## config.mk

```make
export PLATFORM = sky130hd
export DESIGN_NAME = ebc_bus_config
export DESIGN_NICKNAME = d
export VERILOG_FILES = /design/src/rtl/ebc_pkg.sv /design/src/rtl/ebc_bus_config.sv
export SDC_FILE = /design/constraint.sdc
export NUM_CORES = 1
export LEC_CHECK = 0
export ABC_AREA = 1
export BUFFER_PORTS_ARGS = -buffer_cell sky130_fd_sc_hd__buf_2
export CELL_PAD_IN_SITES_DETAIL_PLACEMENT = 2
export CELL_PAD_IN_SITES_GLOBAL_PLACEMENT = 2
export CORE_UTILIZATION = 25
export CTS_CLUSTER_DIAMETER = 120
export DETAILED_ROUTE_END_ITERATION = 6
export PLACE_DENSITY = 0.91
export SETUP_SLACK_MARGIN = 0.05
export SYNTH_ARGS = -nofsm -noshare
export SYNTH_HDL_FRONTEND = slang
export SYNTH_SLANG_ARGS = --single-unit
```

## constraint.sdc

```tcl
create_clock -name core_clk_i -period 2.3 [get_ports core_clk_i]
set_clock_uncertainty 0.05 [all_clocks]
set_input_delay 0.46 -clock core_clk_i [delete_from_list [all_inputs] [get_ports core_clk_i]]
set_output_delay 0.46 -clock core_clk_i [all_outputs]
set_load 0.05 [all_outputs]
```

## src/rtl/ebc_pkg.sv

```systemverilog
// constants, field layouts and types of the external bus configuration block
package ebc_pkg;

	// processor mode codes (processor mode bits 1:0)
	localparam logic [1:0] PM_SINGLE = 2'h0;
	localparam logic [1:0] PM_EXPAND = 2'h1;
	localparam logic [1:0] PM_MICRO  = 2'h3;

	// first mode control byte: bus format field
	localparam int         MUX_FIELD_LSB = 4;
	localparam logic [1:0] MUX_SEPARATE  = 2'h0;
	localparam logic [1:0] MUX_AREA0     = 2'h1;
	localparam logic [1:0] MUX_AREA1     = 2'h2;
	localparam logic [1:0] MUX_ALL       = 2'h3;
	localparam logic [1:0] MUX_RST       = MUX_SEPARATE;

	// second mode control byte: area mode and latch-enable pin fields
	localparam int         AREA_MODE_LSB = 0;
	localparam int         ALE_FIELD_LSB = 4;
	localparam logic [1:0] AREA_MODE_RST = 2'h0;
	localparam logic [1:0] ALE_SEL_RST   = 2'h0;

	// width control reset for areas 0 to 2 (area 3 follows the strap)
	localparam logic [2:0] WIDTH_LOW_RST = 3'h0;

	// waits forced on every multiplexed access
	localparam logic [1:0] MUX_WAITS = 2'h2;

	// area boundaries
	localparam logic [23:0] ADR_AREA0_BASE    = 24'h008000;
	localparam logic [23:0] ADR_AREA0_BASE_M3 = 24'h100000;
	localparam logic [23:0] ADR_AREA0_TOP     = 24'h1FFFFF;
	localparam logic [23:0] ADR_AREA1_BASE    = 24'h200000;
	localparam logic [23:0] ADR_AREA1_TOP_M3  = 24'h2FFFFF;
	localparam logic [23:0] ADR_AREA1_TOP     = 24'h3FFFFF;
	localparam logic [23:0] ADR_DRAM_BASE     = 24'h400000;
	localparam logic [23:0] ADR_DRAM_TOP      = 24'hBFFFFF;
	localparam logic [23:0] ADR_AREA3_BASE    = 24'hC00000;
	localparam logic [23:0] ADR_AREA2_TOP_M3  = 24'hCFFFFF;
	localparam logic [23:0] ADR_AREA3_BASE_HI = 24'hE00000;
	localparam logic [23:0] ADR_AREA3_TOP_EXP = 24'hEFFFFF;
	localparam logic [23:0] ADR_AREA3_BASE_M3 = 24'hF00000;
	localparam logic [23:0] ADR_SPACE_TOP     = 24'hFFFFFF;

	// access sequencer states
	typedef enum logic [1:0] {
		ST_IDLE,
		ST_ADDR,
		ST_WAIT,
		ST_DATA
	} ebc_state_e;

endpackage

```

## src/rtl/ebc_bus_config.sv

```systemverilog
// external bus configuration, area decode and access sequencer
`timescale 1ns/10ps

module ebc_bus_config import ebc_pkg::*; #(
	parameter int NUM_AREAS = 4
) (
	input  wire logic        core_clk_i,
	input  wire logic        reset_n_i,
	input  wire logic [1:0]  proc_mode_i,
	input  wire logic        width_strap_i,
	input  wire logic        width_wr_i,
	input  wire logic [3:0]  width_ctrl_i,
	input  wire logic        ctrl0_wr_i,
	input  wire logic [7:0]  ctrl0_i,
	input  wire logic        ctrl1_wr_i,
	input  wire logic [7:0]  ctrl1_i,
	input  wire logic        wait_sel_i,
	input  wire logic        dram_en_i,
	input  wire logic        acc_req_i,
	input  wire logic [23:0] acc_addr_i,
	input  wire logic        acc_write_i,
	input  wire logic [1:0]  acc_be_i,
	input  wire logic [15:0] acc_wdata_i,
	input  wire logic [15:0] data_i,
	input  wire logic [15:0] ad_i,
	output logic             acc_ready_o,
	output logic             acc_done_o,
	output logic             acc_fault_o,
	output logic [15:0]      acc_rdata_o,
	output logic [3:0]       area_width_o,
	output logic [1:0]       mux_fmt_o,
	output logic [1:0]       area_mode_o,
	output logic             port0_data_o,
	output logic             port1_data_o,
	output logic             port2_shared_o,
	output logic             port3_shared_o,
	output logic             port4_addr_o,
	output logic [3:0]       upper_sel_o,
	output logic [3:0]       upper_pin_o,
	output logic [23:0]      addr_o,
	output logic [15:0]      ad_o,
	output logic [1:0]       ad_oe_o,
	output logic [15:0]      data_o,
	output logic [1:0]       data_oe_o,
	output logic [2:0]       ale_o,
	output logic             read_n_o,
	output logic             write_n_o,
	output logic             high_byte_enable_n_o,
	output logic             dram_sel_o,
	output logic             column_strobe_low_n_o,
	output logic             column_strobe_high_n_o,
	output logic             dram_write_strobe_n_o
);

	if (NUM_AREAS != 4) begin : g_check
		$error("ebc_bus_config serves exactly four external areas");
	end

	// configuration state
	logic [3:0]  width_reg, width_next;
	logic [1:0]  mux_reg, mux_next;
	logic [1:0]  amode_reg, amode_next;
	logic [1:0]  ale_sel_reg, ale_sel_next;
	logic        init_reg, init_next;
	// access state
	ebc_state_e  state_reg, state_next;
	logic [23:0] addr_reg, addr_next;
	logic [15:0] wdata_reg, wdata_next;
	logic [15:0] rdata_reg, rdata_next;
	logic [1:0]  be_reg, be_next;
	logic [1:0]  area_reg, area_next;
	logic [1:0]  cnt_reg, cnt_next;
	logic        write_reg, write_next;
	logic        wide_reg, wide_next;
	logic        mux_acc_reg, mux_acc_next;
	logic        allmux_reg, allmux_next;
	logic        dram_reg, dram_next;
	logic        hi_reg, hi_next;
	logic        done_reg, done_next;
	logic        fault_reg, fault_next;
	// decode results
	logic        ext_mode, hit, mux_all_ok, area_mux, active;
	logic [1:0]  hit_area;
	logic [2:0]  cs_count;

	function automatic logic in_rng(input logic [23:0] a,
		input logic [23:0] lo, input logic [23:0] hi);
		in_rng = (a >= lo) && (a <= hi);
	endfunction

	// bus is only driven in expansion and microprocessor modes
	assign ext_mode = (proc_mode_i != PM_SINGLE);
	// all-space multiplexing is refused in mode 0 and microprocessor mode
	assign mux_all_ok = (mux_reg == MUX_ALL) && (amode_reg != 2'h0)
		&& (proc_mode_i != PM_MICRO);

	// address to area decode for the current area mode
	always_comb begin
		hit = 1'b0;
		hit_area = 2'h0;
		case (amode_reg)
		2'h0, 2'h1: begin
			if (in_rng(acc_addr_i, ADR_AREA0_BASE, ADR_AREA0_TOP)) begin
				hit = 1'b1;
				hit_area = 2'h0;
			end else if (in_rng(acc_addr_i, ADR_AREA1_BASE,
				ADR_AREA1_TOP)) begin
				hit = 1'b1;
				hit_area = 2'h1;
			end else if (in_rng(acc_addr_i, ADR_DRAM_BASE,
				ADR_DRAM_TOP)) begin
				hit = 1'b1;
				hit_area = 2'h2;
			end else if (proc_mode_i == PM_MICRO) begin
				hit = in_rng(acc_addr_i, (amode_reg == 2'h0) ?
					ADR_AREA3_BASE : ADR_AREA3_BASE_HI, ADR_SPACE_TOP);
				hit_area = 2'h3;
			end else begin
				hit = in_rng(acc_addr_i, ADR_AREA3_BASE,
					ADR_AREA3_TOP_EXP);
				hit_area = 2'h3;
			end
		end
		2'h2: begin
			// area 1 has no range here
			if (in_rng(acc_addr_i, ADR_AREA0_BASE, ADR_AREA0_TOP)) begin
				hit = 1'b1;
				hit_area = 2'h0;
			end else if (in_rng(acc_addr_i, ADR_DRAM_BASE,
				ADR_DRAM_TOP)) begin
				hit = 1'b1;
				hit_area = 2'h2;
			end else begin
				hit = in_rng(acc_addr_i, ADR_AREA3_BASE,
					(proc_mode_i == PM_MICRO) ? ADR_SPACE_TOP :
					ADR_AREA3_TOP_EXP);
				hit_area = 2'h3;
			end
		end
		default: begin
			if (in_rng(acc_addr_i, ADR_AREA0_BASE_M3,
				ADR_AREA0_TOP)) begin
				hit = 1'b1;
				hit_area = 2'h0;
			end else if (in_rng(acc_addr_i, ADR_AREA1_BASE,
				ADR_AREA1_TOP_M3)) begin
				hit = 1'b1;
				hit_area = 2'h1;
			end else if (in_rng(acc_addr_i, ADR_AREA3_BASE,
				ADR_AREA2_TOP_M3)) begin
				hit = 1'b1;
				hit_area = 2'h2;
			end else if (proc_mode_i == PM_MICRO) begin
				hit = in_rng(acc_addr_i, ADR_AREA3_BASE_M3,
					ADR_SPACE_TOP);
				hit_area = 2'h3;
			end else begin
				hit = in_rng(acc_addr_i, ADR_AREA3_BASE_HI,
					ADR_AREA3_TOP_EXP);
				hit_area = 2'h3;
			end
		end
		endcase
	end

	// is the hit area multiplexed under the bus format field
	always_comb begin
		case (mux_reg)
		MUX_AREA0: area_mux = (amode_reg != 2'h0) && (hit_area == 2'h0);
		MUX_AREA1: area_mux = (amode_reg != 2'h0) && (amode_reg != 2'h2)
			&& (hit_area == 2'h1);
		MUX_ALL:   area_mux = mux_all_ok;
		default:   area_mux = 1'b0;
		endcase
	end

	// configuration next values
	always_comb begin
		width_next = width_reg;
		mux_next = mux_reg;
		amode_next = amode_reg;
		ale_sel_next = ale_sel_reg;
		init_next = 1'b1;
		if (!init_reg) begin
			// strap is caught at the first edge after reset release
			width_next[3] = ~width_strap_i;
		end else if (width_wr_i) begin
			width_next = width_ctrl_i;
		end
		if (ctrl0_wr_i) begin
			mux_next = ctrl0_i[MUX_FIELD_LSB +: 2];
		end
		if (ctrl1_wr_i) begin
			amode_next = ctrl1_i[AREA_MODE_LSB +: 2];
			ale_sel_next = ctrl1_i[ALE_FIELD_LSB +: 2];
		end
	end

	// configuration registers; bus format resets to separate
	always_ff @(posedge core_clk_i or negedge reset_n_i) begin
		if (!reset_n_i) begin
			width_reg <= {1'b0, WIDTH_LOW_RST};
			mux_reg <= MUX_RST;
			amode_reg <= AREA_MODE_RST;
			ale_sel_reg <= ALE_SEL_RST;
			init_reg <= 1'b0;
		end else begin
			width_reg <= width_next;
			mux_reg <= mux_next;
			amode_reg <= amode_next;
			ale_sel_reg <= ale_sel_next;
			init_reg <= init_next;
		end
	end

	// access sequencer next values
	always_comb begin
		state_next = state_reg;
		addr_next = addr_reg;
		wdata_next = wdata_reg;
		rdata_next = rdata_reg;
		be_next = be_reg;
		area_next = area_reg;
		cnt_next = cnt_reg;
		write_next = write_reg;
		wide_next = wide_reg;
		mux_acc_next = mux_acc_reg;
		allmux_next = allmux_reg;
		dram_next = dram_reg;
		hi_next = hi_reg;
		done_next = 1'b0;
		fault_next = fault_reg;
		case (state_reg)
		ST_IDLE: begin
			if (acc_req_i && init_reg) begin
				if (!ext_mode || !hit) begin
					done_next = 1'b1;
					fault_next = 1'b1;
				end else begin
					// area picks width, format and select
					state_next = ST_ADDR;
					area_next = hit_area;
					wide_next = width_reg[hit_area];
					mux_acc_next = area_mux;
					allmux_next = mux_all_ok;
					dram_next = dram_en_i && (hit_area == 2'h2)
						&& (amode_reg != 2'h0)
						&& (amode_reg != 2'h3);
					addr_next = {acc_addr_i[23:1],
						acc_addr_i[0] | (acc_be_i == 2'h2)};
					hi_next = (acc_be_i == 2'h2);
					be_next = acc_be_i;
					write_next = acc_write_i;
					wdata_next = acc_wdata_i;
					rdata_next = 16'h0000;
					fault_next = 1'b0;
				end
			end
		end
		ST_ADDR: begin
			cnt_next = mux_acc_reg ? MUX_WAITS :
				{1'b0, wait_sel_i};
			state_next = (mux_acc_reg || wait_sel_i) ? ST_WAIT : ST_DATA;
		end
		ST_WAIT: begin
			cnt_next = cnt_reg - 2'h1;
			if (cnt_reg == 2'h1) begin
				state_next = ST_DATA;
			end
		end
		ST_DATA: begin
			// 16-bit internal word built from one or two bus cycles
			if (wide_reg) begin
				rdata_next = mux_acc_reg ? ad_i : data_i;
			end else if (hi_reg) begin
				rdata_next[15:8] = mux_acc_reg ? ad_i[7:0] : data_i[7:0];
			end else begin
				rdata_next[7:0] = mux_acc_reg ? ad_i[7:0] : data_i[7:0];
			end
			if (!wide_reg && !hi_reg && be_reg[1]) begin
				state_next = ST_ADDR;
				hi_next = 1'b1;
				addr_next = {addr_reg[23:1], 1'b1};
			end else begin
				state_next = ST_IDLE;
				done_next = 1'b1;
			end
		end
		default: state_next = ST_IDLE;
		endcase
	end

	// access sequencer registers
	always_ff @(posedge core_clk_i or negedge reset_n_i) begin
		if (!reset_n_i) begin
			state_reg <= ST_IDLE;
			addr_reg <= 24'h000000;
			wdata_reg <= 16'h0000;
			rdata_reg <= 16'h0000;
			be_reg <= 2'h0;
			area_reg <= 2'h0;
			cnt_reg <= 2'h0;
			write_reg <= 1'b0;
			wide_reg <= 1'b0;
			mux_acc_reg <= 1'b0;
			allmux_reg <= 1'b0;
			dram_reg <= 1'b0;
			hi_reg <= 1'b0;
			done_reg <= 1'b0;
			fault_reg <= 1'b0;
		end else begin
			state_reg <= state_next;
			addr_reg <= addr_next;
			wdata_reg <= wdata_next;
			rdata_reg <= rdata_next;
			be_reg <= be_next;
			area_reg <= area_next;
			cnt_reg <= cnt_next;
			write_reg <= write_next;
			wide_reg <= wide_next;
			mux_acc_reg <= mux_acc_next;
			allmux_reg <= allmux_next;
			dram_reg <= dram_next;
			hi_reg <= hi_next;
			done_reg <= done_next;
			fault_reg <= fault_next;
		end
	end

	assign active = (state_reg != ST_IDLE);
	assign acc_ready_o = (state_reg == ST_IDLE) && init_reg;
	assign acc_done_o = done_reg;
	assign acc_fault_o = fault_reg;
	assign acc_rdata_o = rdata_reg;
	assign area_width_o = width_reg;
	assign mux_fmt_o = mux_reg;
	assign area_mode_o = amode_reg;

	// pin roles from the current configuration
	assign port0_data_o = ext_mode && !mux_all_ok;
	assign port1_data_o = ext_mode && !mux_all_ok && (|width_reg);
	assign port2_shared_o = ext_mode && (mux_reg != MUX_SEPARATE)
		&& (amode_reg != 2'h0);
	assign port3_shared_o = port2_shared_o && (|width_reg);
	assign port4_addr_o = ext_mode && !mux_all_ok;
	assign cs_count = (amode_reg == 2'h1) ? 3'h3 :
		(amode_reg == 2'h2) ? 3'h2 : (amode_reg == 2'h3) ? 3'h4 : 3'h0;

	// upper pins: pin k selects area (k+3)%4 or carries address 23-k, inverted on pin 0
	for (genvar k = 0; k < NUM_AREAS; k++) begin : g_upper
		localparam logic [1:0] PIN_AREA = 2'((k + 3) % 4);
		always_comb begin
			upper_sel_o[k] = ext_mode && (3'(k) < cs_count);
			if (upper_sel_o[k]) begin
				upper_pin_o[k] = !(active && area_reg == PIN_AREA);
			end else if (k == 0) begin
				upper_pin_o[k] = !addr_o[23];
			end else begin
				upper_pin_o[k] = addr_o[23 - k];
			end
		end
	end

	// full-space multiplexing drives only the low sixteen address lines
	assign addr_o = allmux_reg ? {8'h00, addr_reg[15:0]} :
		addr_reg;

	// address/data pins: low lane always shared when multiplexed
	always_comb begin
		ad_o = addr_reg[15:0];
		ad_oe_o = {2{active}};
		if (active && mux_acc_reg && state_reg != ST_ADDR) begin
			ad_o[7:0] = hi_reg ? wdata_reg[15:8] : wdata_reg[7:0];
			ad_oe_o[0] = write_reg;
			if (wide_reg) begin
				ad_o = wdata_reg;
				ad_oe_o[1] = write_reg;
			end
		end
	end

	// separate data pins; the high lane floats for 8-bit areas
	always_comb begin
		data_o = wdata_reg;
		if (!wide_reg && hi_reg) begin
			data_o[7:0] = wdata_reg[15:8];
		end
		data_oe_o[0] = active && write_reg && !mux_acc_reg;
		data_oe_o[1] = data_oe_o[0] && wide_reg;
	end

	// latch enable pulses on the chosen pin in the address phase of multiplexed accesses
	always_comb begin
		ale_o = 3'h0;
		if (ale_sel_reg != 2'h0 && state_reg == ST_ADDR && mux_acc_reg) begin
			ale_o[ale_sel_reg - 2'h1] = 1'b1;
		end
	end

	// strobes; dram accesses swap to column strobes
	assign dram_sel_o = active && dram_reg;
	assign read_n_o = !(state_reg == ST_DATA && !write_reg && !dram_reg);
	assign write_n_o = !(state_reg == ST_DATA && write_reg && !dram_reg);
	assign high_byte_enable_n_o = !(active && wide_reg && be_reg[1]
		&& !dram_reg);
	assign column_strobe_low_n_o = !(state_reg == ST_DATA && dram_reg
		&& be_reg[0]);
	assign column_strobe_high_n_o = !(state_reg == ST_DATA && dram_reg
		&& be_reg[1]);
	assign dram_write_strobe_n_o = !(dram_sel_o && write_reg);

	// checks
	AST_WIDTH_TAKEN: assert property (@(posedge core_clk_i)
		disable iff (!reset_n_i)
		(state_reg == ST_IDLE && state_next == ST_ADDR && !width_wr_i)
		|=> (wide_reg == width_reg[area_reg]))
		else $error("access width differs from its area setting");
	AST_STRAP_WIDTH: assert property (@(posedge core_clk_i)
		disable iff (!reset_n_i)
		$rose(init_reg) |-> (width_reg[3] == !$past(width_strap_i)))
		else $error("area 3 width does not follow the strap");
	AST_MUX_TWO_WAITS: assert property (@(posedge core_clk_i)
		disable iff (!reset_n_i)
		(state_reg == ST_ADDR && mux_acc_reg) |=> (state_reg == ST_WAIT)
		##1 (state_reg == ST_WAIT) ##1 (state_reg == ST_DATA))
		else $error("multiplexed access without two waits");
	AST_SEP_NO_WAIT: assert property (@(posedge core_clk_i)
		disable iff (!reset_n_i)
		(state_reg == ST_ADDR && !mux_acc_reg && !wait_sel_i)
		|=> (state_reg == ST_DATA))
		else $error("separate access took a wait not selected");
	AST_NO_ALLMUX_MICRO: assert property (@(posedge core_clk_i)
		disable iff (!reset_n_i)
		(proc_mode_i == PM_MICRO && state_reg == ST_ADDR) |-> !allmux_reg)
		else $error("full space multiplexing in microprocessor mode");
	AST_MODE2_AREA1: assert property (@(posedge core_clk_i)
		disable iff (!reset_n_i)
		(amode_reg == 2'h2) |-> (!upper_sel_o[2] && !(active
		&& area_reg == 2'h1 && $past(state_reg) == ST_IDLE)))
		else $error("area 1 used in area mode 2");
	AST_PORT1_IO: assert property (@(posedge core_clk_i)
		disable iff (!reset_n_i)
		(width_reg == 4'h0) |-> (!port1_data_o && !data_oe_o[1]))
		else $error("port 1 used as data with all areas 8-bit");
	AST_SINGLE_FAULT: assert property (@(posedge core_clk_i)
		disable iff (!reset_n_i)
		(acc_ready_o && acc_req_i && proc_mode_i == PM_SINGLE)
		|=> (acc_done_o && acc_fault_o && state_reg == ST_IDLE))
		else $error("external access ran in single-chip mode");
	AST_ALLMUX_ADDR: assert property (@(posedge core_clk_i)
		disable iff (!reset_n_i)
		(active && allmux_reg) |-> (addr_o[23:16] == 8'h00))
		else $error("upper address driven under full space multiplexing");
	AST_DRAM_STROBES: assert property (@(posedge core_clk_i)
		disable iff (!reset_n_i)
		(state_reg == ST_DATA && dram_reg) |-> (read_n_o && write_n_o
		&& (column_strobe_low_n_o != be_reg[0])))
		else $error("dram access used plain strobes");
	COV_MUX_ACCESS: cover property (@(posedge core_clk_i)
		disable iff (!reset_n_i)
		(state_reg == ST_DATA && mux_acc_reg) ##1 acc_done_o);
	COV_NARROW_WORD: cover property (@(posedge core_clk_i)
		disable iff (!reset_n_i)
		(state_reg == ST_DATA && !hi_reg) ##1 (state_reg == ST_ADDR));
	COV_DRAM_WRITE: cover property (@(posedge core_clk_i)
		disable iff (!reset_n_i) !dram_write_strobe_n_o);
	COV_FAULT: cover property (@(posedge core_clk_i)
		disable iff (!reset_n_i) acc_done_o && acc_fault_o);

endmodule

```

==> results by group, run 1 <==
Outcome
  • Status: finished with violations
  • Violated checks: setup timing

Global routing
  • Largest net degree at the start of global routing: 47
  • Vias in the first global route: 6204
  • First-pass GRT wire length: around 35 mm
  • Initial antenna violation count: 1
  • Met1 Usage GRT: 27.27%
  • All-Layer GR Usage: 22.76%
  • Met3 Use GR: 3.701%
  • Grt met2 use: 40.74%
  • GR peak layer: met2
  • Congestion Overflow GR: 0

Power and ir drop
  • Int Pwr: 5744 uW
  • Sequential power share: 20.1%
  • Logic pwr share: 67.6%
  • Leak Pwr: 0.004038 uW
  • Switch share: 56.19%
  • Clock Power Share: 12.2%
  • Worst VDD drop: 522.8 uV
  • P_sw: 7365 uW
  • Cell Pwr Density: 1633 nW/um2

Yosys
  • Syn. warnings: 0
  • Fraction of registers with async set/reset: 100.0%
  • Mapped Cells: 679
  • Leading area contributor after synthesis: dfrtp_1
  • Top_reg_cell synth: dfrtp_1
  • Mean cell area of the mapped netlist: between 7 and 8 um2
  • Unique masters post-synth: 35
  • Syn_nets: 792
  • Share of the synthesized area in the top cell type: a little over two fifths
  • Post-synth EDFFs: 0
  • Cell area after synthesis: a little under 5000 um2
  • Synth top area cells: dfrtp_1 (42%), nand2_1 (17%), nand3_1 (6.2%)
  • Number of synthesized register bits: 83
  • Register area share after synthesis: 42.37%

Floorplanning
  • Initial Utilization: 25.86%
  • Ports: 216
  • Die Y-Extent: roughly 140 um
  • Die area: 20170 um2
  • # rows: 50
  • Die X: 142.0 um
  • Core box area: 18960 um2

Clocking
  • Cts hold-fix bufs: 0
  • Clock sink total: 83
  • Clk buf depth: 2
  • H-tree Lvls: 3
  • Inserted Clock Buffers: 9
  • CTS tree: done
  • CTS root buf: clkbuf_16
  • Latest clock arrival within the worst-skew pair: 360 ps
  • Clock Pin Slew Worst Setup and Hold Paths: approximately 70 ps

Min path
  • Worst Hold Class: input port to async pin

Place
  • Port Buffers: a little over 200
  • Detailed Place HPWL: 15.92 mm
  • Cells after DPL: 1133
  • Placer Congestion: ~0.86

Timing
  • TNS Setup: -4016 ps
  • Slew @ Worst Pin: 637.9 ps
  • Final Worst Setup Slack: -116.0 ps
  • Slew headroom: 57.47%
  • Final-report hold violation count: 0
  • Final period utilization: 105.0%
  • Final min period: around 2400 ps
  • F_max: 413.9 MHz
  • # setup viols final: 71
  • Worst hold margin: approximately 19 ps
  • Max Slew Vio Count: 0
  • RSZ-0062 raised after global routing: yes

Drt
  • Post-route DRC violation count: 0
  • Drt total wl: 24.29 mm
  • DR vias: between 5000 and 6000
  • Initial DRT Pass Iterations: 4
  • Final ANT Viol Nets: 0
  • DR iter-0 viols: 191
  • Via density: roughly 5
  • WL/cell: 20.57 um

Final layout
  • Most common cell after layout, fill and taps aside: buf_2
  • Final std cells w/o fill: 1181
  • Max reg flops: 24
  • Area grow syn2layout: 63.78%
  • Filler cell count: 2139
  • Final nets: between 1000 and 1500
  • Most frequent cells in the layout: buf_2 (174), nand2_1 (165), dfrtp_1 (80)
  • Layout cells sized above 1: about half

Setup path
  • Critical Path RT: 1790 ps
  • Crit path DAT: 1910 ps
  • Crit path launch type: flip-flop
  • Critical path class: flip-flop to output pin
  • Worst Setup End Kind: output pin
  • Worst Path Max Fanout: 8
  • R2r worst-path depth: 18

Job
  • Max Cap Viol: 0
[cells in the mapped netlist, drive strengths merged, types with 2 or more instances]
cell / count
nand2: 221
o211ai: 10
nor4: 2
nor2: 78
o32ai: 2
buf: 37
ha: 7
inv: 61
mux2: 10
nand3: 61
o221ai: 2
a41oi: 3
clkbuf: 15
o21ai: 55
nand4: 6
nor3: 7
or2: 4
dfrtp: 83
a21oi: 9
[final timing paths]
path,start,end,slack (ps)
worst max-delay path,state_reg[0],ad_o[7],-120
worst min-delay path,reset_n_i,addr_reg[17],20
worst max register to register,area_mode_o[1],addr_reg[15],-90
worst min register to register,wdata_reg[1],wdata_reg[1],430
max in group asynchronous,reset_n_i,acc_rdata_o[14],1470
min in group core_clk_i,acc_wdata_i[6],wdata_reg[6],250
[cell type report]
type / count / area, um2 / area share [%]
repair buffers: 275 / 2033 / 25.32
clock buffers: 13 / 270.3 / 3.366
diodes: 1 / 2.502 / 0.03117
flip-flops and latches: 83 / 2081 / 25.92
clock inverters: 3 / 43.79 / 0.5454
well taps: 260 / 325.3 / 4.052
inverters: 62 / 241.5 / 3.008
multi-input cells: 484 / 3032 / 37.76
[logic make-up (layout without fill, tap and decap cells)]
logic type | after synthesis | in the layout | synth area share, %
DFF | 83 | 83 | 42.37
buffers and inverters | 114 | 353 | 11.36
muxes | 10 | 10 | 2.297
other | 1 | 2 | 0.07650
AOI/OAI and AO/OA | 85 | 85 | 10.11
and+or+nand+nor | 379 | 381 | 32.01
adders and majority gates | 7 | 7 | 1.787
[repair_timing]
| item | 4_1_cts | 5_1_grt |
|---|---|---|
| pin swaps | 16 | 32 |
| setup buffers | 11 | 12 |
| gates cloned | 3 | 7 |
| gates resized for setup | 116 | 102 |
| setup endpoints to repair | 93 | 112 |
[layer usage]
metal  wire length (um)  vias up
li1                   -     2640
met1              10040     2913
met2              12980      151
met3                793       31
met4                476        0
met5                  0        -
[power groups by stage]
stage	Combinational (uW)	Clock, uW	Sequential [uW]
after floorplan	5070	0	2910
after global placement	6970	0	2500
after detailed placement	7180	0	2550
after CTS	8110	1610	2560
after global routing	9340	1680	2710
final	8870	1600	2640
[through the flow]
step                instance area, um2  power (uW)  setup WS [ps]  utilization [%]
floorplan                         5176        7975         -20.61                -
global placement                  6550        9468         -51.86            34.55
detailed placement                6550        9730         -130.4            34.55
CTS                               7423       12280         -112.7            39.16
global route                      8029       13730         -212.9            42.36
finish                            8029       13110         -116.0            42.36
[critical path, cell delays in order (launching register included)]
cell     delay, ps
dfrtp_2        420
inv_2           70
ha_4           190
buf_6          130
nor2_4         110
buf_12         150
mux2_4         320
buf_8          150
(Power assumes the default switching activity.)
==> inputs of run 2 (changes only) <==
--- a/config.mk
+++ b/config.mk
@@ -13,6 +13,7 @@
 export CTS_CLUSTER_DIAMETER = 120
 export DETAILED_ROUTE_END_ITERATION = 6
 export PLACE_DENSITY = 0.91
+export RECOVER_POWER = 100
 export SETUP_SLACK_MARGIN = 0.05
 export SYNTH_ARGS = -nofsm -noshare
 export SYNTH_HDL_FRONTEND = slang
==> results by group, run 2 (same netlist as run 1, synthesis figures left out) <==
Place
  • Port Buffers: ~210
  • Detailed Place HPWL: 15.92 mm
  • Placer Congestion: 0.8553
  • Cell Area, Placed: about 6600 um2

Floorplanning
  • Core box area: approximately 19000 um2
  • Initial Utilization: 25.86%
  • Die Y-Extent: around 140 um
  • Die X: 142.0 um
  • # rows: 50
  • Ports: between 200 and 250
  • Die area: 20170 um2

Setup path
  • Crit path largest cell delay: 420 ps
  • Critical Path RT: 1790 ps
  • CP Buf/Inv Count: 4
  • CP startpoint: state_reg[0]
  • Worst Path Max Fanout: 8
  • FF-to-FF Start: area_mode_o[1]
  • Crit path launch type: flip-flop
  • CP Cell Sequence: inv_2 > ha_4 > buf_6 > nor2_4 > buf_12 > mux2_4 > buf_8
  • Worst Setup End Kind: output pin
  • Critical Path Slowest Stage Cell: dfrtp_2
  • Delay-heaviest family, CP: buffers and inverters
  • Crit path DAT: approximately 1900 ps
  • Critical path class: flip-flop to output pin

Global routing
  • First-pass GRT wire length: 34.78 mm
  • Largest net degree at the start of global routing: 47
  • Vias in the first global route: 6204
  • Initial antenna violation count: 1
  • All-Layer GR Usage: 22.76%
  • Congestion Overflow GR: 0

Power and ir drop
  • Cell Pwr Density: 1637 nW/um2
  • Logic pwr share: 67.4%
  • Int Pwr: roughly 5700 uW
  • Switch share: roughly 57%
  • P_sw: 7377 uW
  • Leak Pwr: 0.003883 uW
  • Final Power: 13030 uW
  • Worst VDD drop: between 500 and 600 uV
  • Sequential power share: about a fifth
  • Clock Power Share: between 10% and 20%

Drt
  • Via density: 4.870
  • Initial DRT Pass Iterations: 4
  • Final ANT Viol Nets: 0
  • WL/cell: 20.63 um
  • DR iter-0 viols: approximately 170
  • Drt total wl: 24.37 mm
  • DR vias: 5751
  • Post-route DRC violation count: 0

Final layout
  • Design area: between 7000 and 8000 um2
  • Filler cell count: 2173
  • Most frequent cells in the layout: nand2_1 (165), buf_2 (131), dfrtp_1 (80)
  • Most common cell after layout, fill and taps aside: nand2_1
  • Multi-input logic area: 3032 um2
  • Max reg flops: 24
  • Final nets: 1028
  • Layout cells sized above 1: 43.91%
  • Area grow syn2layout: 62.38%
  • FF/Latch Area: 2081 um2

Clocking
  • Inserted Clock Buffers: 9
  • H-tree Lvls: 3
  • CTS root buf: clkbuf_16
  • Clk buf depth: 2
  • Latest clock arrival within the worst-skew pair: 350 ps
  • Clock sink total: 83
  • Clock Pin Slew Worst Setup and Hold Paths: 70 ps
  • CTS tree: done

Timing
  • Max Slew Vio Count: 0
  • Final period utilization: 105.1%
  • Final-report hold violation count: 0
  • RSZ-0062 raised after global routing: yes
  • Final min period: 2417 ps
  • F_max: 413.7 MHz
  • Final Worst Setup Slack: -117.0 ps
  • Slew headroom: 31.18%
  • Slew @ Worst Pin: between 1000 and 1500 ps
  • # setup viols final: 72

Min path
  • Worst Hold Class: input port to async pin

Outcome
  • Status: finished with violations
  • Violated checks: setup timing

Job
  • Max Cap Viol: 0
## run 2: cell count changes in the layout (fill, tap and decap cells not counted)
cell / before / now
buf_4: 50 / 49
clkbuf_1: 1 / 44
inv_2: 12 / 11
inv_1: 46 / 47
clkbuf_4: 2 / 3
buf_2: 174 / 131
clkbuf_2: 0 / 1
buf_12: 9 / 8
## run 2: metrics by stage
step           worst slack [ps]  std cells  hold WS [ps]  utilization [%]  setup TNS [ps]
2_1_floorplan            -20.61        679         114.4                -          -41.22
3_3_place_gp             -51.86       1133         401.8            34.55          -878.3
3_5_place_dp             -130.4       1133         416.7            34.55           -3151
4_1_cts                  -112.7       1163         58.17            39.16           -1880
5_1_grt                  -212.9       1181         264.4            41.99          -12260
6_report                 -117.0       1181         213.0            41.99           -3869
## run 2: final timing paths
path / to / slack (ps) / depth (start not counted)
max: ad_o[7] / -120 / 7
min in group core_clk_i: wdata_reg[6] / 250 / 3
min reg2reg: wdata_reg[1] / 430 / 2
max in group asynchronous: state_reg[0] / 570 / 2
min: addr_reg[17] / 210 / 1
max reg2reg: addr_reg[12] / -90 / 18
## run 2: what timing repair did
item,CTS,global route
endpoints found under the setup margin,93,112
setup buffers,11,12
gates resized for setup,116,102
pin swaps,16,32
hold buffers,0,0
endpoints found under the hold margin,0,0
gates cloned,3,7
## run 2: area by class of cell
class | count | area share [%]
inverters | 62 | 3.034
flip-flops and latches | 83 | 26.14
diodes | 1 | 0.03144
well taps | 260 | 4.087
clock inverters | 3 | 0.5501
clock buffers | 13 | 3.395
multi-input cells | 484 | 38.09
repair buffers | 275 | 24.68
## run 2: metal layers
layer / wire length, um / global-route usage, %
met5: 0 / 0
met4: 492 / 8.376
met3: 721 / 3.701
met2: 13000 / 40.74
met1: 10150 / 27.27
## run 2: power by group through the flow
stage | sequential (uW) | clock [uW] | combinational (uW)
after detailed placement | 2550 | 0 | 7180
after global routing | 2720 | 1680 | 9250
after CTS | 2560 | 1610 | 8110
after floorplan | 2910 | 0 | 5070
after global placement | 2500 | 0 | 6970
final | 2650 | 1600 | 8780
==> inputs of run 3 (changes only) <==
--- a/config.mk
+++ b/config.mk
@@ -12,9 +12,10 @@
 export CORE_UTILIZATION = 25
 export CTS_CLUSTER_DIAMETER = 120
 export DETAILED_ROUTE_END_ITERATION = 6
-export PLACE_DENSITY = 0.91
+export PLACE_DENSITY = 0.86
 export RECOVER_POWER = 100
 export SETUP_SLACK_MARGIN = 0.05
+export SLEW_MARGIN = 20
 export SYNTH_ARGS = -nofsm -noshare
 export SYNTH_HDL_FRONTEND = slang
 export SYNTH_SLANG_ARGS = --single-unit
==> results by group, run 3 (same netlist as run 1, synthesis figures left out) <==
Floorplanning
  • Die area: just over 20000 um2
  • Initial Utilization: 25.86%
  • Die Y-Extent: 142.0 um
  • # rows: 50
  • Core box area: 18960 um2
  • Ports: 216
  • Die X: about 140 um

Final layout
  • Most frequent cells in the layout: nand2_1 (152), buf_2 (121), dfrtp_1 (80)
  • Total inserted antenna cells: 0
  • Most common cell after layout, fill and taps aside: nand2_1
  • Max reg flops: 24
  • Final nets: slightly above 1000
  • Layout cells sized above 1: 45.65%
  • Finished Core Util: 42.13%
  • Design area: 7986 um2
  • Area grow syn2layout: 62.91%
  • Final std cells w/o fill: 1180

Power and ir drop
  • Sequential power share: a little over a fifth
  • Int Pwr: around 5400 uW
  • Worst VDD drop: 590.2 uV
  • Final Power: 12670 uW
  • Logic pwr share: 68.2%
  • Clock Power Share: 11.0%
  • Leak Pwr: 0.003897 uW
  • Cell Pwr Density: 1586 nW/um2
  • P_sw: roughly 7300 uW
  • Switch share: roughly 57%

Timing
  • Final min period: 2437 ps
  • Final period utilization: 106.0%
  • Final Worst Setup Slack: -137.4 ps
  • F_max: between 400 and 500 MHz
  • RSZ-0062 raised after global routing: yes
  • Final-report hold violation count: 0
  • Slew @ Worst Pin: approximately 1800 ps
  • Slew headroom: -22.40%
  • TNS Setup: -1862 ps
  • # setup viols final: 29
  • Max Slew Vio Count: 29

Drt
  • WL/cell: 20.37 um
  • DR iter-0 viols: 112
  • Via density: 4.831
  • Final ANT Viol Nets: 0
  • Initial DRT Pass Iterations: 4
  • Drt total wl: 24.03 mm
  • DR vias: 5701
  • Post-route DRC violation count: 0

Setup path
  • Worst Path Max Fanout: 6
  • Crit path launch type: flip-flop
  • Crit path DAT: just under 2000 ps
  • Critical Path RT: 1790 ps
  • Critical path class: flip-flop to output pin
  • Worst Setup End Kind: output pin

Global routing
  • Initial antenna violation count: 0
  • Largest net degree at the start of global routing: 36
  • First-pass GRT wire length: 35.56 mm
  • Vias in the first global route: a little over 6000
  • Congestion Overflow GR: 0
  • All-Layer GR Usage: 23.46%

Clocking
  • Clk buf depth: 2
  • H-tree Lvls: 3
  • Latest clock arrival within the worst-skew pair: about 350 ps
  • Clock sink total: 83
  • Cts hold-fix bufs: 0
  • Inserted Clock Buffers: 9
  • CTS root buf: clkbuf_16
  • Clock Pin Slew Worst Setup and Hold Paths: 70 ps
  • CTS tree: done

Place
  • Port Buffers: around 210
  • Detailed Place HPWL: around 16 mm
  • Placer Congestion: about 0.83
  • Cell Area, Placed: 6538 um2
  • Cells after DPL: about 1100

Job
  • Max Cap Viol: 1

Min path
  • Worst Hold Class: input port to flip-flop

Outcome
  • Status: finished with violations
  • Violated checks: capacitance limit, slew limit, setup timing
-- run 3: cell types whose count changed in the layout (fill, tap and decap cells not counted), moves of 4 or more --
cell,change
buf_4,-5
nand2_2,+12
o21ai_0,-4
clkbuf_1,+9
o21ai_1,-5
clkbuf_16,-6
buf_2,-10
nand2_1,-13
buf_6,+8
buf_16,+4
o21ai_2,+9
-- run 3: repair_timing --
item / CTS / global route
resized for setup: 189 / 68
setup endpoints to repair: 99 / 103
pin swaps: 44 / 22
cloned: 11 / 0
buffers inserted: 19 / 12
-- run 3: worst paths after layout --
check                      slack [ps]            start  depth (start not counted)         endpoint
min                               270   acc_wdata_i[7]                          3     wdata_reg[7]
max reg2reg                       -20   area_mode_o[0]                         18     addr_reg[20]
min reg2reg                       430  acc_rdata_o[13]                          2  acc_rdata_o[13]
max                              -140     state_reg[0]                          7   upper_pin_o[3]
max in group asynchronous          90        reset_n_i                          2   area_mode_o[1]
min in group asynchronous         550        reset_n_i                          1  acc_rdata_o[10]
-- run 3: power groups by stage --
stage / Sequential (uW) / Clock [uW] / Combinational (uW)
after detailed placement: 2540 / 0 / 7220
after floorplan: 2910 / 0 / 5070
final: 2640 / 1390 / 8640
after CTS: 2550 / 1390 / 8320
after global routing: 2700 / 1450 / 9090
after global placement: 2510 / 0 / 7000
-- run 3: per-layer routing --
layer,track usage (%),share of wire (%),vias to the layer above
met5,0,0,-
met4,8.998,2.4,0
met3,3.163,3.6,35
met2,41.38,52,165
met1,28.88,42,2850
li1,-,-,2651
-- run 3: layout make-up --
cell class              instances  area (um2)
inverters                      62       246.5
well taps                     260       325.3
flip-flops and latches         83        2081
repair buffers                275        1973
multi-input cells             485        3100
fillers                      2166       10970
clock buffers                  10       229.0
clock inverters                 5       31.28
-- run 3: worst max-delay path, cell delays in order, from the launching register on --
cell and delay (ps):
dfrtp_2 450, inv_2 100, ha_4 170, buf_8 130, buf_6 110, clkinvlp_4 170
a41oi_2 260, buf_6 190
-- run 3: metrics by stage --
stage,hold slack (ps),worst slack (ps)
after floorplan,114.4,-20.61
after global placement,372.3,-45.01
after detailed placement,377.6,-120.4
after CTS,0.1727,-107.5
after global routing,270.9,-212.0
final,265.5,-137.4
